===== src/rtl/hs_pwm_pkg.sv =====
package hs_pwm_pkg;

    localparam int unsigned ADDR_W = 7;
    localparam int unsigned DATA_W = 8;

    localparam logic [6:0] SRC_SEL_56_ADDR = 7'h16;
    localparam logic [6:0] DUTY_CH1_ADDR   = 7'h18;
    localparam logic [6:0] DUTY_CH2_ADDR   = 7'h19;
    localparam logic [6:0] DUTY_CH3_ADDR   = 7'h1a;
    localparam logic [6:0] DUTY_CH4_ADDR   = 7'h1b;
    localparam logic [6:0] RATE_SEL_ADDR   = 7'h1c;
    localparam logic [6:0] SCRATCH_ADDR    = 7'h1e;

    localparam logic [7:0] SRC_SEL_56_RST = 8'h00;
    localparam logic [7:0] DUTY_RST       = 8'h00;
    localparam logic [7:0] RATE_SEL_RST   = 8'h00;
    localparam logic [7:0] SCRATCH_RST    = 8'h00;

    localparam logic [7:0] SRC_SEL_56_MASK = 8'h77;
    localparam logic [7:0] RATE_SEL_MASK   = 8'h55;

    localparam int unsigned SW5_SRC_LSB = 0;
    localparam int unsigned SW6_SRC_LSB = 4;
    localparam int unsigned RATE_CH1_BIT = 0;
    localparam int unsigned RATE_STRIDE  = 2;

    localparam logic [2:0] SRC_OFF    = 3'h0;
    localparam logic [2:0] SRC_ON     = 3'h1;
    localparam logic [2:0] SRC_TIMER_SOURCE_ONE = 3'h2;
    localparam logic [2:0] SRC_TIMER_SOURCE_TWO = 3'h3;

    localparam longint unsigned CLK_HZ      = 40000000;
    localparam longint unsigned RATE_SLOW_HZ = 150;
    localparam longint unsigned RATE_FAST_HZ = 300;
    localparam int unsigned PWM_STEPS = 256;
    // clocks per duty step at 300 Hz; 150 Hz uses twice this
    localparam int unsigned FAST_STEP_CYCLES =
        int'(CLK_HZ / (RATE_FAST_HZ * PWM_STEPS));
    localparam int unsigned SLOW_STEP_CYCLES =
        int'(CLK_HZ / (RATE_SLOW_HZ * PWM_STEPS));

endpackage


===== src/rtl/pwm_channel.sv =====
module pwm_channel
    import hs_pwm_pkg::*;
#(
    parameter int unsigned STEP_CYCLES = FAST_STEP_CYCLES
) (
    input  wire logic       core_clk,
    input  wire logic       srst,
    input  wire logic       step_en,
    input  wire logic       slow_sel,
    input  wire logic [7:0] duty,
    output logic            pwm_out
);

    initial begin
        if (STEP_CYCLES < 1) $error("step_cycles must be at least 1");
    end

    logic [7:0] count_reg;
    logic [7:0] count_next;
    logic       half_reg;
    logic       half_next;
    logic       out_reg;
    logic       out_next;

    // slow rate advances only every second step pulse
    always_comb begin
        count_next = count_reg;
        half_next  = half_reg;
        if (step_en) begin
            half_next = ~half_reg;
            if (!slow_sel || half_reg) begin
                count_next = count_reg + 8'h01;
            end
        end
        // all ones must be fully on, so 8'hff overrides the compare
        out_next = (duty == 8'hff) || (count_reg < duty);
    end

    always_ff @(posedge core_clk) begin
        if (srst) begin
            count_reg <= 8'h00;
            half_reg  <= 1'b0;
            out_reg   <= 1'b0;
        end else begin
            count_reg <= count_next;
            half_reg  <= half_next;
            out_reg   <= out_next;
        end
    end

    assign pwm_out = out_reg;

endmodule // pwm_channel


===== src/rtl/high_side_pwm_config.sv =====
// Operation
// - source codes: off, on, timers, four PWM
// - faults clear source; supply faults unless recovery
// - unused source and rate bits read zero
// - duty byte: zero off, ones on
// - per channel rate bit, 150/300 Hz
// - duty cleared by reset, kept on restart
// - rate cleared by reset, kept on restart
// - scratch byte, read-write, no function
// - scratch reachable only in normal mode
// - hardware never changes scratch byte
// - scratch survives fail-safe and restart
// - scratch clears only on reset events
module high_side_pwm_config
    import hs_pwm_pkg::*;
(
    input  wire logic              core_clk,
    input  wire logic              srst,
    input  wire logic              restart_mode,
    input  wire logic              normal_mode,
    input  wire logic              reg_wr,
    input  wire logic              reg_rd,
    input  wire logic [ADDR_W-1:0] reg_addr,
    input  wire logic [DATA_W-1:0] reg_wdata,
    output logic      [DATA_W-1:0] reg_rdata,
    input  wire logic [1:0]        overcurrent,
    input  wire logic [1:0]        overtemp,
    input  wire logic              supply_fault,
    input  wire logic [1:0]        recovery_en,
    input  wire logic              timer_source_one,
    input  wire logic              timer_source_two,
    output logic                   high_side_switch_five,
    output logic                   high_side_switch_six,
    output logic [3:0]             pwm_level
);
    import hs_pwm_pkg::*;

    logic [7:0] src_sel_reg;
    logic [7:0] src_sel_next;
    logic [7:0] duty_reg [4];
    logic [7:0] duty_next [4];
    logic [7:0] rate_reg;
    logic [7:0] rate_next;
    logic [7:0] scratch_reg;
    logic [7:0] scratch_next;
    logic [7:0] rdata_reg;
    logic [7:0] rdata_next;
    logic [1:0] sw_reg;
    logic [1:0] sw_next;
    logic [15:0] div_reg;
    logic [15:0] div_next;
    logic        step_en;
    logic [3:0]  pwm_raw;

    function automatic logic pick_source(input logic [2:0] code, input logic [3:0] pwm,
                                         input logic t1, input logic t2);
        case (code)
            SRC_OFF:    pick_source = 1'b0;
            SRC_ON:     pick_source = 1'b1;
            SRC_TIMER_SOURCE_ONE: pick_source = t1;
            SRC_TIMER_SOURCE_TWO: pick_source = t2;
            default:    pick_source = pwm[code[1:0]];
        endcase
    endfunction

    // register writes and faults
    always_comb begin
        logic [1:0] clr;
        clr          = 2'b00;
        src_sel_next = src_sel_reg;
        rate_next    = rate_reg;
        scratch_next = scratch_reg;
        for (int i = 0; i < 4; i++) begin
            duty_next[i] = duty_reg[i];
        end
        if (reg_wr) begin
            case (reg_addr)
                SRC_SEL_56_ADDR: src_sel_next = reg_wdata & SRC_SEL_56_MASK;
                DUTY_CH1_ADDR:   duty_next[0] = reg_wdata;
                DUTY_CH2_ADDR:   duty_next[1] = reg_wdata;
                DUTY_CH3_ADDR:   duty_next[2] = reg_wdata;
                DUTY_CH4_ADDR:   duty_next[3] = reg_wdata;
                RATE_SEL_ADDR:   rate_next = reg_wdata & RATE_SEL_MASK;
                SCRATCH_ADDR: begin
                    if (normal_mode) begin
                        scratch_next = reg_wdata;
                    end
                end
                default: ;
            endcase
        end
        // fault clear wins over a write in the same cycle, the safe side
        for (int s = 0; s < 2; s++) begin
            clr[s] = overcurrent[s] || overtemp[s] || (supply_fault && !recovery_en[s]);
        end
        if (clr[0]) begin
            src_sel_next[SW5_SRC_LSB +: 3] = SRC_OFF;
        end
        if (clr[1]) begin
            src_sel_next[SW6_SRC_LSB +: 3] = SRC_OFF;
        end
        // restart clears only the source selection
        if (restart_mode) begin
            src_sel_next = SRC_SEL_56_RST;
        end
    end

    // read mux, registered data
    always_comb begin
        rdata_next = 8'h00;
        if (reg_rd) begin
            case (reg_addr)
                SRC_SEL_56_ADDR: rdata_next = src_sel_reg & SRC_SEL_56_MASK;
                DUTY_CH1_ADDR:   rdata_next = duty_reg[0];
                DUTY_CH2_ADDR:   rdata_next = duty_reg[1];
                DUTY_CH3_ADDR:   rdata_next = duty_reg[2];
                DUTY_CH4_ADDR:   rdata_next = duty_reg[3];
                RATE_SEL_ADDR:   rdata_next = rate_reg & RATE_SEL_MASK;
                SCRATCH_ADDR:    rdata_next = normal_mode ? scratch_reg : 8'h00;
                default:         rdata_next = 8'h00;
            endcase
        end else begin
            rdata_next = rdata_reg;
        end
    end

    // step divider at the fast rate
    always_comb begin
        if (div_reg == 16'(FAST_STEP_CYCLES - 1)) begin
            div_next = 16'h0000;
        end else begin
            div_next = div_reg + 16'h0001;
        end
        step_en = (div_reg == 16'(FAST_STEP_CYCLES - 1));
    end

    // switch multiplexer
    always_comb begin
        sw_next[0] = pick_source(src_sel_reg[SW5_SRC_LSB +: 3], pwm_raw,
                                 timer_source_one, timer_source_two);
        sw_next[1] = pick_source(src_sel_reg[SW6_SRC_LSB +: 3], pwm_raw,
                                 timer_source_one, timer_source_two);
    end

    always_ff @(posedge core_clk) begin
        if (srst) begin
            src_sel_reg <= SRC_SEL_56_RST;
            rate_reg    <= RATE_SEL_RST;
            scratch_reg <= SCRATCH_RST;
            for (int i = 0; i < 4; i++) begin
                duty_reg[i] <= DUTY_RST;
            end
            rdata_reg <= 8'h00;
            sw_reg    <= 2'b00;
            div_reg   <= 16'h0000;
        end else begin
            src_sel_reg <= src_sel_next;
            rate_reg    <= rate_next;
            scratch_reg <= scratch_next;
            for (int i = 0; i < 4; i++) begin
                duty_reg[i] <= duty_next[i];
            end
            rdata_reg <= rdata_next;
            sw_reg    <= sw_next;
            div_reg   <= div_next;
        end
    end

    for (genvar c = 0; c < 4; c++) begin : g_ch
        pwm_channel #(
            .STEP_CYCLES (FAST_STEP_CYCLES)
        ) u_ch (
            .core_clk (core_clk),
            .srst     (srst),
            .step_en  (step_en),
            .slow_sel (~rate_reg[RATE_CH1_BIT + RATE_STRIDE * c]),
            .duty     (duty_reg[c]),
            .pwm_out  (pwm_raw[c])
        );
    end

    assign reg_rdata             = rdata_reg;
    assign high_side_switch_five = sw_reg[0];
    assign high_side_switch_six  = sw_reg[1];
    assign pwm_level             = pwm_raw;

endmodule // high_side_pwm_config


===== config.mk =====
export PLATFORM = sky130hd
export DESIGN_NAME = high_side_pwm_config
export DESIGN_NICKNAME = d
export VERILOG_FILES = /design/src/rtl/hs_pwm_pkg.sv /design/src/rtl/pwm_channel.sv /design/src/rtl/high_side_pwm_config.sv
export SDC_FILE = /design/constraint.sdc
export NUM_CORES = 1
export LEC_CHECK = 0
export ABC_AREA = 1
export BUFFER_PORTS_ARGS = -buffer_cell sky130_fd_sc_hd__buf_2
export CAP_MARGIN = 20
export CORE_ASPECT_RATIO = 1.4
export CORE_UTILIZATION = 26
export CTS_CLUSTER_DIAMETER = 100
export CTS_CLUSTER_SIZE = 12
export DETAILED_ROUTE_END_ITERATION = 8
export MAX_ROUTING_LAYER = met4
export PLACE_DENSITY = 0.41
export SLEW_MARGIN = 20
export SYNTH_ARGS = -nofsm -noshare
export SYNTH_HDL_FRONTEND = slang
export SYNTH_SLANG_ARGS = --single-unit

===== constraint.sdc =====
create_clock -name core_clk -period 1.7 [get_ports core_clk]
set_clock_uncertainty 0.05 [all_clocks]
set_input_delay 0.34 -clock core_clk [delete_from_list [all_inputs] [get_ports core_clk]]
set_output_delay 0.34 -clock core_clk [all_outputs]
set_load 0.01 [all_outputs]

; Word level (Yosys, flattened, before mapping)
; Memory sizes are Yosys's and may differ from the RTL's.
; Cells that the tools add are included.
[totals]
reg_bits = 84
mem_bits_rw = 32
wordCells = 105
memories = 1
[op_classes]
n_addsub = 5
n_lt_le_gt_ge = 6
eq_ne = 18
muxes = 20
bitwise_logic = 8
n_reduce_logical = 28
[memory_table]
columns = name, words, width, read_ports, rd_ports_with_merged_regs, write_ports, line
row1 = duty_reg, 4, 8, 4, 0, 4, high_side_pwm_config.sv:40  ; logic [7:0] duty_reg [4];
[ops]
columns = op, count
row1 = 8-bit 2-to-1 mux, 9
row2 = 8-bit case mux with 7 select lines, 1
row3 = 7-bit by 5-bit equality test with 1-bit output (second input constant), 7
row4 = 8-bit by 1-bit adder with 8-bit output (second input constant), 4
row5 = 8-bit equality test (second input constant), 4
row6 = 8-bit < comparator, 4
row7 = 32-bit 2-to-1 mux, 1
row8 = 16-bit by 1-bit adder with 16-bit output (second input constant), 1
row9 = 16-bit by 10-bit equality test with 1-bit output (second input constant), 1
row10 = 3-bit by 2-bit equality test with 1-bit output (second input constant), 4
row11 = 1-bit logical OR, 12
row12 = 2-bit AND reduction, 6
row13 = 1-bit case mux with 4 select lines, 2
row14 = 3-bit by 1-bit equality test with 1-bit output (second input constant), 2
row15 = 3-bit zero test, 2
row16 = 2-bit by 3-bit < comparator with 1-bit output (second input constant), 2
row17 = 3-bit OR reduction, 2
row18 = 1-bit 2-to-1 mux, 5
row19 = 1-bit binary-select mux with 2-bit select, 2
row20 = 1-bit inverter, 4
row21 = 1-bit bitwise OR, 4
row22 = 3-bit AND reduction, 1
row23 = 1-bit logical AND, 2
row24 = 1-bit zero test, 2
row25 = 2-bit OR reduction, 1

; Longest topological paths before layout
; Gate-level depths: netlist of the first run.
[depth]
ltp_word = 4
depth_mapped = 10
ltp_nobuf = 10

; Modules after synthesis
; Synthesis of the first run repeated with hierarchy kept, for this count alone.
[hier_totals]
hier_cells = 894
area_unflattened_um2 = 6321.1
[modules_own_cells]
columns = module, instances, cells_each, area_per_inst_um2, seq_area_each_um2
row1 = high_side_pwm_config, 1, 506, 3598.5, 1521.5
row2 = pwm_channel, 4, 97, 680.7, 200.2

; Worst setup path before layout of the first run
; No wires, ideal clock.
[synth_timing]
path_type = register -> register
from = reg div_reg[0]
to = reg g_ch[0].u_ch.count_reg[7]
setup_ns = 0.132
arrival_time_ns = 1.264
path_slack_ns = 0.254
stages_incl_launch_ff = 9
n_path_buf = 0
path_cell_list = dfxtp_1 ha_1 nand3_1 nor2_1 nand2_2 inv_1 nand2_1 nand2_1 a21oi_1
[synth_between]
elab_chain_len = 2
[synth_rtl]
columns = element, line
row1 = "start, declared", high_side_pwm_config.sv:50  ; logic [15:0] div_reg;
row2 = "start signal, assigned", high_side_pwm_config.sv:165  ; div_reg <= div_next;
row3 = 16-bit by 10-bit equality test with 1-bit output, high_side_pwm_config.sv:134  ; step_en = (div_reg == 16'(FAST_STEP_CYCLES - 1));
row4 = 2-bit AND reduction (no line), n/a
row5 = "end signal, assigned", pwm_channel.sv:45  ; count_reg <= count_next;
row6 = "end, declared", pwm_channel.sv:18  ; logic [7:0] count_reg;
; Every way passes these cells.
; A chain may end at the register's enable or synchronous reset.

==> results.cfg, run 1 <==
[global_route]
antenna_found_initial = 0
grt_max_degree = 46
grt_pass1_wl_um = 29500
grt_util_all_layers_pct = 16.4
overflow = 0
grt_pass1_vias = 5614

[placement]
place_congestion = 0.813
portBuffers = 43
hpwl_um = 13500
pre_cts_ws_ns = -0.0267
dpl_cell_area_um2 = 6910

[pwr]
ir_drop_uv = 660
p_per_area_nw_per_um2 = 890
p_leak_nw = 3.01

[route]
viasPerCell = 4.58
drc_errors = 0
drtIter0Drc = 261
drt-wirelength-per-cell_um = 14.6
wirelength_um = 18200
dr_total_vias = 5729
firstDrtPassIters = 4
ant_nets = 0

[critical_path]
critPathMaxFanout = 2
path_cells = inv_1 -> ha_1 -> a21oi_1 -> nor2_1 -> a211oi_1 -> nand2_1 -> a21oi_2 -> buf_4
path_class = reg2reg
critPathBufInv = 2
required_ns = 2.01
path_delay_family = compound AO/OA/AOI/OAI gates
crit_slowest_cell = dfxtp_1
start_kind = register
crit_path_max_incr_delay_ns = 0.36
worstPathArrival_ns = 1.91
end_kind = register

[logic_synthesis]
ys_ff_latch = 116
ys_seq_area_share_pct = 38.2
syn_area_um2 = 6080
syn_inst = 858
dominantRegCellSynth = dfxtp_1
synth_nets = 921
syn_area_per_cell_um2 = 7.08
synth_cell_types = 31
async_flop_share_pct = 0
synth-edff-count = 0
yosys_warnings = 0

[floorplanning]
fp.dieW_um = 131
top_level_ports = 44
die_h_um = 183
start_util_pct = 26.7
dieArea_um2 = 24000
core_area_um2 = 22800
row_count = 65

[clock_tree]
cts.path.max_buffers = 2
clkSinkCount = 116
clockRootBuffer = clkbuf_16
cts_hold_buf = 0
clk_pin_slew_ns = 0.05
ctsHtreeMaxLevel = 4
cts_tree = done
numCtsBuffers = 17
clock_latency_ns = 0.42

[sta]
setup_violations = 0
relSlewSlack_pct = 76.2
setup_ws_ns = 0.105
setup_tns_ns = 0
period_needed_ns = 1.60
whs_ns = 0.173
timing.fmax_ghz = 0.627
finalCritPeriodShare_pct = 93.9
tightest_slew_ns = 0.356
hold_violations = 0
finalMaxSlewViolations = 0

[final_layout]
final_nets = 1002
final_area_um2 = 7580
fill_cells = 2512
drive_gt1_share_pct = 15.5
fin_util_pct = 33.3
areaGrowthSynthToFinish_pct = 24.7
ff_latch_area_um2 = 2330
multi_input_area_um2 = 3320
antenna_cells = 0

[worst_hold_path]
hold_class = in2reg

[job]
drv_cap = 0

[status]
status = complete, no violations
## kinds of logic (layout without fill, tap and decap cells)
group | count (synthesis) | after routing | synth area share [%]
simple gates | 370 | 370 | 26.6
compound gates | 190 | 190 | 16.3
buf+inv | 121 | 214 | 8.07
flops | 116 | 116 | 38.2
fa+ha+maj | 33 | 33 | 6.79
xor+xnor | 28 | 28 | 4.04
## synthesized netlist by cell type (2+ instances only)
library cell  number  share of area [%]
nor4_1             8               0.82
buf_2              8               0.66
buf_1              3               0.19
nor2_2             3               0.31
buf_4              5               0.62
a21oi_1          109                9.0
nand2_2            2               0.21
o21ai_0           60                4.9
xor2_1            16                2.3
inv_1             92                5.7
nor2_1            77                4.8
ha_1              33                6.8
nand2_1          180                 11
clkbuf_1          10               0.62
nor2_4             3               0.56
o311ai_0           2               0.29
nand3_1           63                5.2
nand3b_1           6               0.74
nor3_1             9               0.74
dfxtp_1          116                 38
o21ai_1            6               0.49
xnor2_1           12                1.7
o211ai_1           2               0.25
nand4_1           15                1.5
a211oi_1          11                1.4
inv_2              2               0.12
## cell usage in the layout, fill, tap and decap left out
master      instances
buf_12              2
a21oi_1           103
nor3b_1             1
or2_2               1
bufinv_16           3
nand3_2             2
ha_2                1
dfxtp_1           113
o211ai_1            2
nor3_1              9
clkbuf_8            4
nor2_1             73
xnor2_1            12
buf_4              44
nand2_1           180
nor2_2              3
clkinv_4            1
nand3b_1            6
o21ai_0            60
clkinv_2            2
clkinvlp_4          2
o311ai_0            2
o21ai_1             6
ha_1               32
nand4_2             1
nand2_2             2
nand4_1            15
dfxtp_2             3
nor2_4              7
nor4_1              8
inv_2               3
nand3_1            62
a211oi_1           11
inv_1              91
clkbuf_1            2
clkbuf_16          17
a21oi_2             6
buf_2              43
xor2_1             16
## where the power goes
group	switching (W)	leakage, nW	internal, W
Clock	0.00128	0.295	0.00245
Sequential	0.00000879	0.936	0.00273
Combinational	0.000185	1.78	0.0000830
Total	0.00148	3.01	0.00526
## worst paths after layout
| check | from | endpoint | slack [ns] | depth (start not counted) |
|---|---|---|---|---|
| min reg2reg | reg_rdata[6] | reg_rdata[6] | 0.41 | 2 |
| min | srst | g_ch[0].u_ch.pwm_out | 0.17 | 2 |
| max reg2reg | duty_reg[1][5] | g_ch[1].u_ch.pwm_out | 0.10 | 8 |
| max | duty_reg[1][5] | g_ch[1].u_ch.pwm_out | 0.10 | 8 |
## what timing repair did
item                                    4_1_cts  5_1_grt
endpoints found under the setup margin        0       40
buffers inserted                              0        0
gates resized for setup                       0       19
## per-layer routing
layer / share of wire [%] / global-route usage, %
met5: 0 / -
met4: 2.7 / 7.29
met3: 2.7 / 3.37
met2: 50 / 28.6
met1: 44 / 18.0
## area by class of cell
type / instances / area share (%)
tap: 301 / 4.97
timing repair buffer: 89 / 7.73
clock buffer: 23 / 6.44
inverter: 94 / 4.66
sequential: 116 / 30.7
multi-input combinational: 621 / 43.9
clock inverter: 8 / 1.63
## metrics by stage
stage / std cells / total power, W
2_1_floorplan: 858 / 0.00293
3_3_place_gp: 1221 / 0.00307
3_5_place_dp: 1221 / 0.00307
4_1_cts: 1252 / 0.00683
5_1_grt: 1252 / 0.00699
6_report: 1252 / 0.00674
No activity file was read; power rests on OpenSTA's default activity.
==> run 2, diff against run 1 <==
GPL_TIMING_DRIVEN = 0   (was default)
==> results.cfg, run 2 (synthesis results as in run 1) <==
[critical_path]
critPathLaunch = duty_reg[1][5]
r2r_end = g_ch[1].u_ch.pwm_out
cp-endpoint = g_ch[1].u_ch.pwm_out
worstPathArrival_ns = 1.84
reg2reg_depth = 7
end_kind = register
r2r-start = duty_reg[1][5]
path_class = reg2reg
r2r_slack_ns = 0.14
start_kind = register
critPathMaxFanout = 3
required_ns = 1.98

[global_route]
grt_max_degree = 17
grt_util_all_layers_pct = 16.9
overflow = 0
grt_pass1_vias = 5526
antenna_found_initial = 0
grt_pass1_wl_um = 30100

[sta]
relSlewSlack_pct = 57.5
tightest_slew_ns = 0.637
timing.fmax_ghz = 0.641
finalCritPeriodShare_pct = 91.7
period_needed_ns = 1.56
setup_ws_ns = 0.141
finalMaxSlewViolations = 0
hold_violations = 0
rsz0062_at_grt = yes
setup_violations = 0

[placement]
hpwl_um = 14100
portBuffers = 41
dpl_cell_area_um2 = 6660
pre_cts_ws_ns = -0.476
place_congestion = 0.826

[route]
wirelength_um = 18600
drtIter0Drc = 318
viasPerCell = 4.60
drc_errors = 0
firstDrtPassIters = 4
dr_total_vias = 5680
drt-wirelength-per-cell_um = 15.1
ant_nets = 0

[worst_hold_path]
hold_class = in2reg

[final_layout]
ff_latch_area_um2 = 2330
final_nets = 983
multi_input_area_um2 = 3380
final_area_um2 = 7400
antenna_cells = 0
areaGrowthSynthToFinish_pct = 21.7
fill_cells = 2532
layout_commonest_cell = nand2_1
layout_common_cells = 176 x nand2_1, 113 x dfxtp_1, 104 x a21oi_1
drive_gt1_share_pct = 13.3

[floorplanning]
die_h_um = 183
fp.dieW_um = 131
core_area_um2 = 22800
row_count = 65
top_level_ports = 44
dieArea_um2 = 24000
start_util_pct = 26.7

[clock_tree]
numCtsBuffers = 17
clkSinkCount = 116
clk_pin_slew_ns = 0.06
cts.path.max_buffers = 2
ctsHtreeMaxLevel = 4
clockRootBuffer = clkbuf_16
clock_latency_ns = 0.41
cts_tree = done

[pwr]
power.total_w = 0.00653
ir_drop_uv = 644
p_leak_nw = 2.91
p_per_area_nw_per_um2 = 883

[status]
status = complete, no violations

[job]
drv_cap = 0
[run 2: cell type report]
type,count,share of cell area (%)
clock buffers,20,6.04
repair buffers,43,3.08
clock inverters,12,1.79
inverters,94,4.82
multi-input cells,621,45.7
flip-flops and latches,116,31.4
plain buffers,27,2.01
well taps,301,5.09
[run 2: report_power, final]
part | total (W) | switching (W) | internal (W)
Combinational | 0.000269 | 0.000193 | 0.0000757
Clock | 0.00352 | 0.00133 | 0.00219
Sequential | 0.00274 | 0.0000111 | 0.00273
[run 2: what timing repair did]
item	CTS	global route
gates resized for setup	19	20
hold buffers	0	0
buffers inserted	2	0
endpoints found under the hold margin	0	0
endpoints found under the setup margin	35	48
pin swaps	1	2
[run 2: worst min-delay path by stage]
stage                     slack [ns]            from  cells past startpoint             end
after global placement          0.39      div_reg[0]                      1      div_reg[0]
final                           0.26  overcurrent[1]                      4  src_sel_reg[6]
after floorplan                 0.37      div_reg[0]                      1      div_reg[0]
after CTS                       0.23  overcurrent[1]                      4  src_sel_reg[4]
after detailed placement        0.40      div_reg[0]                      1      div_reg[0]
after global routing            0.26  overcurrent[1]                      4  src_sel_reg[4]
[run 2: through the flow]
stage	TNS (ns)	utilization, %	hold WS (ns)	cells
finish	0	32.5	0.256	1234
global route	-0.00626	32.5	0.255	1234
CTS	0	32.2	0.233	1234
detailed placement	-15.36	29.2	0.397	1200
global placement	-15.59	29.2	0.388	1200
floorplan	0	-	0.368	858
[run 2: layer usage]
layer / vias to the layer above / routed length [um] / track usage [%]
met5: - / 0 / -
met4: 0 / 387 / 7.76
met3: 14 / 436 / 2.24
met2: 73 / 9560 / 29.6
met1: 2594 / 8270 / 18.9
li1: 2999 / - / -
[run 2: critical path, stage by stage, from the launching register on]
cell and delay (ns):
dfxtp_1 0.37, inv_1 0.11, ha_1 0.32, a21oi_1 0.15
nor2_1 0.05, a211oi_1 0.16, nand2_1 0.09, a21oi_2 0.18
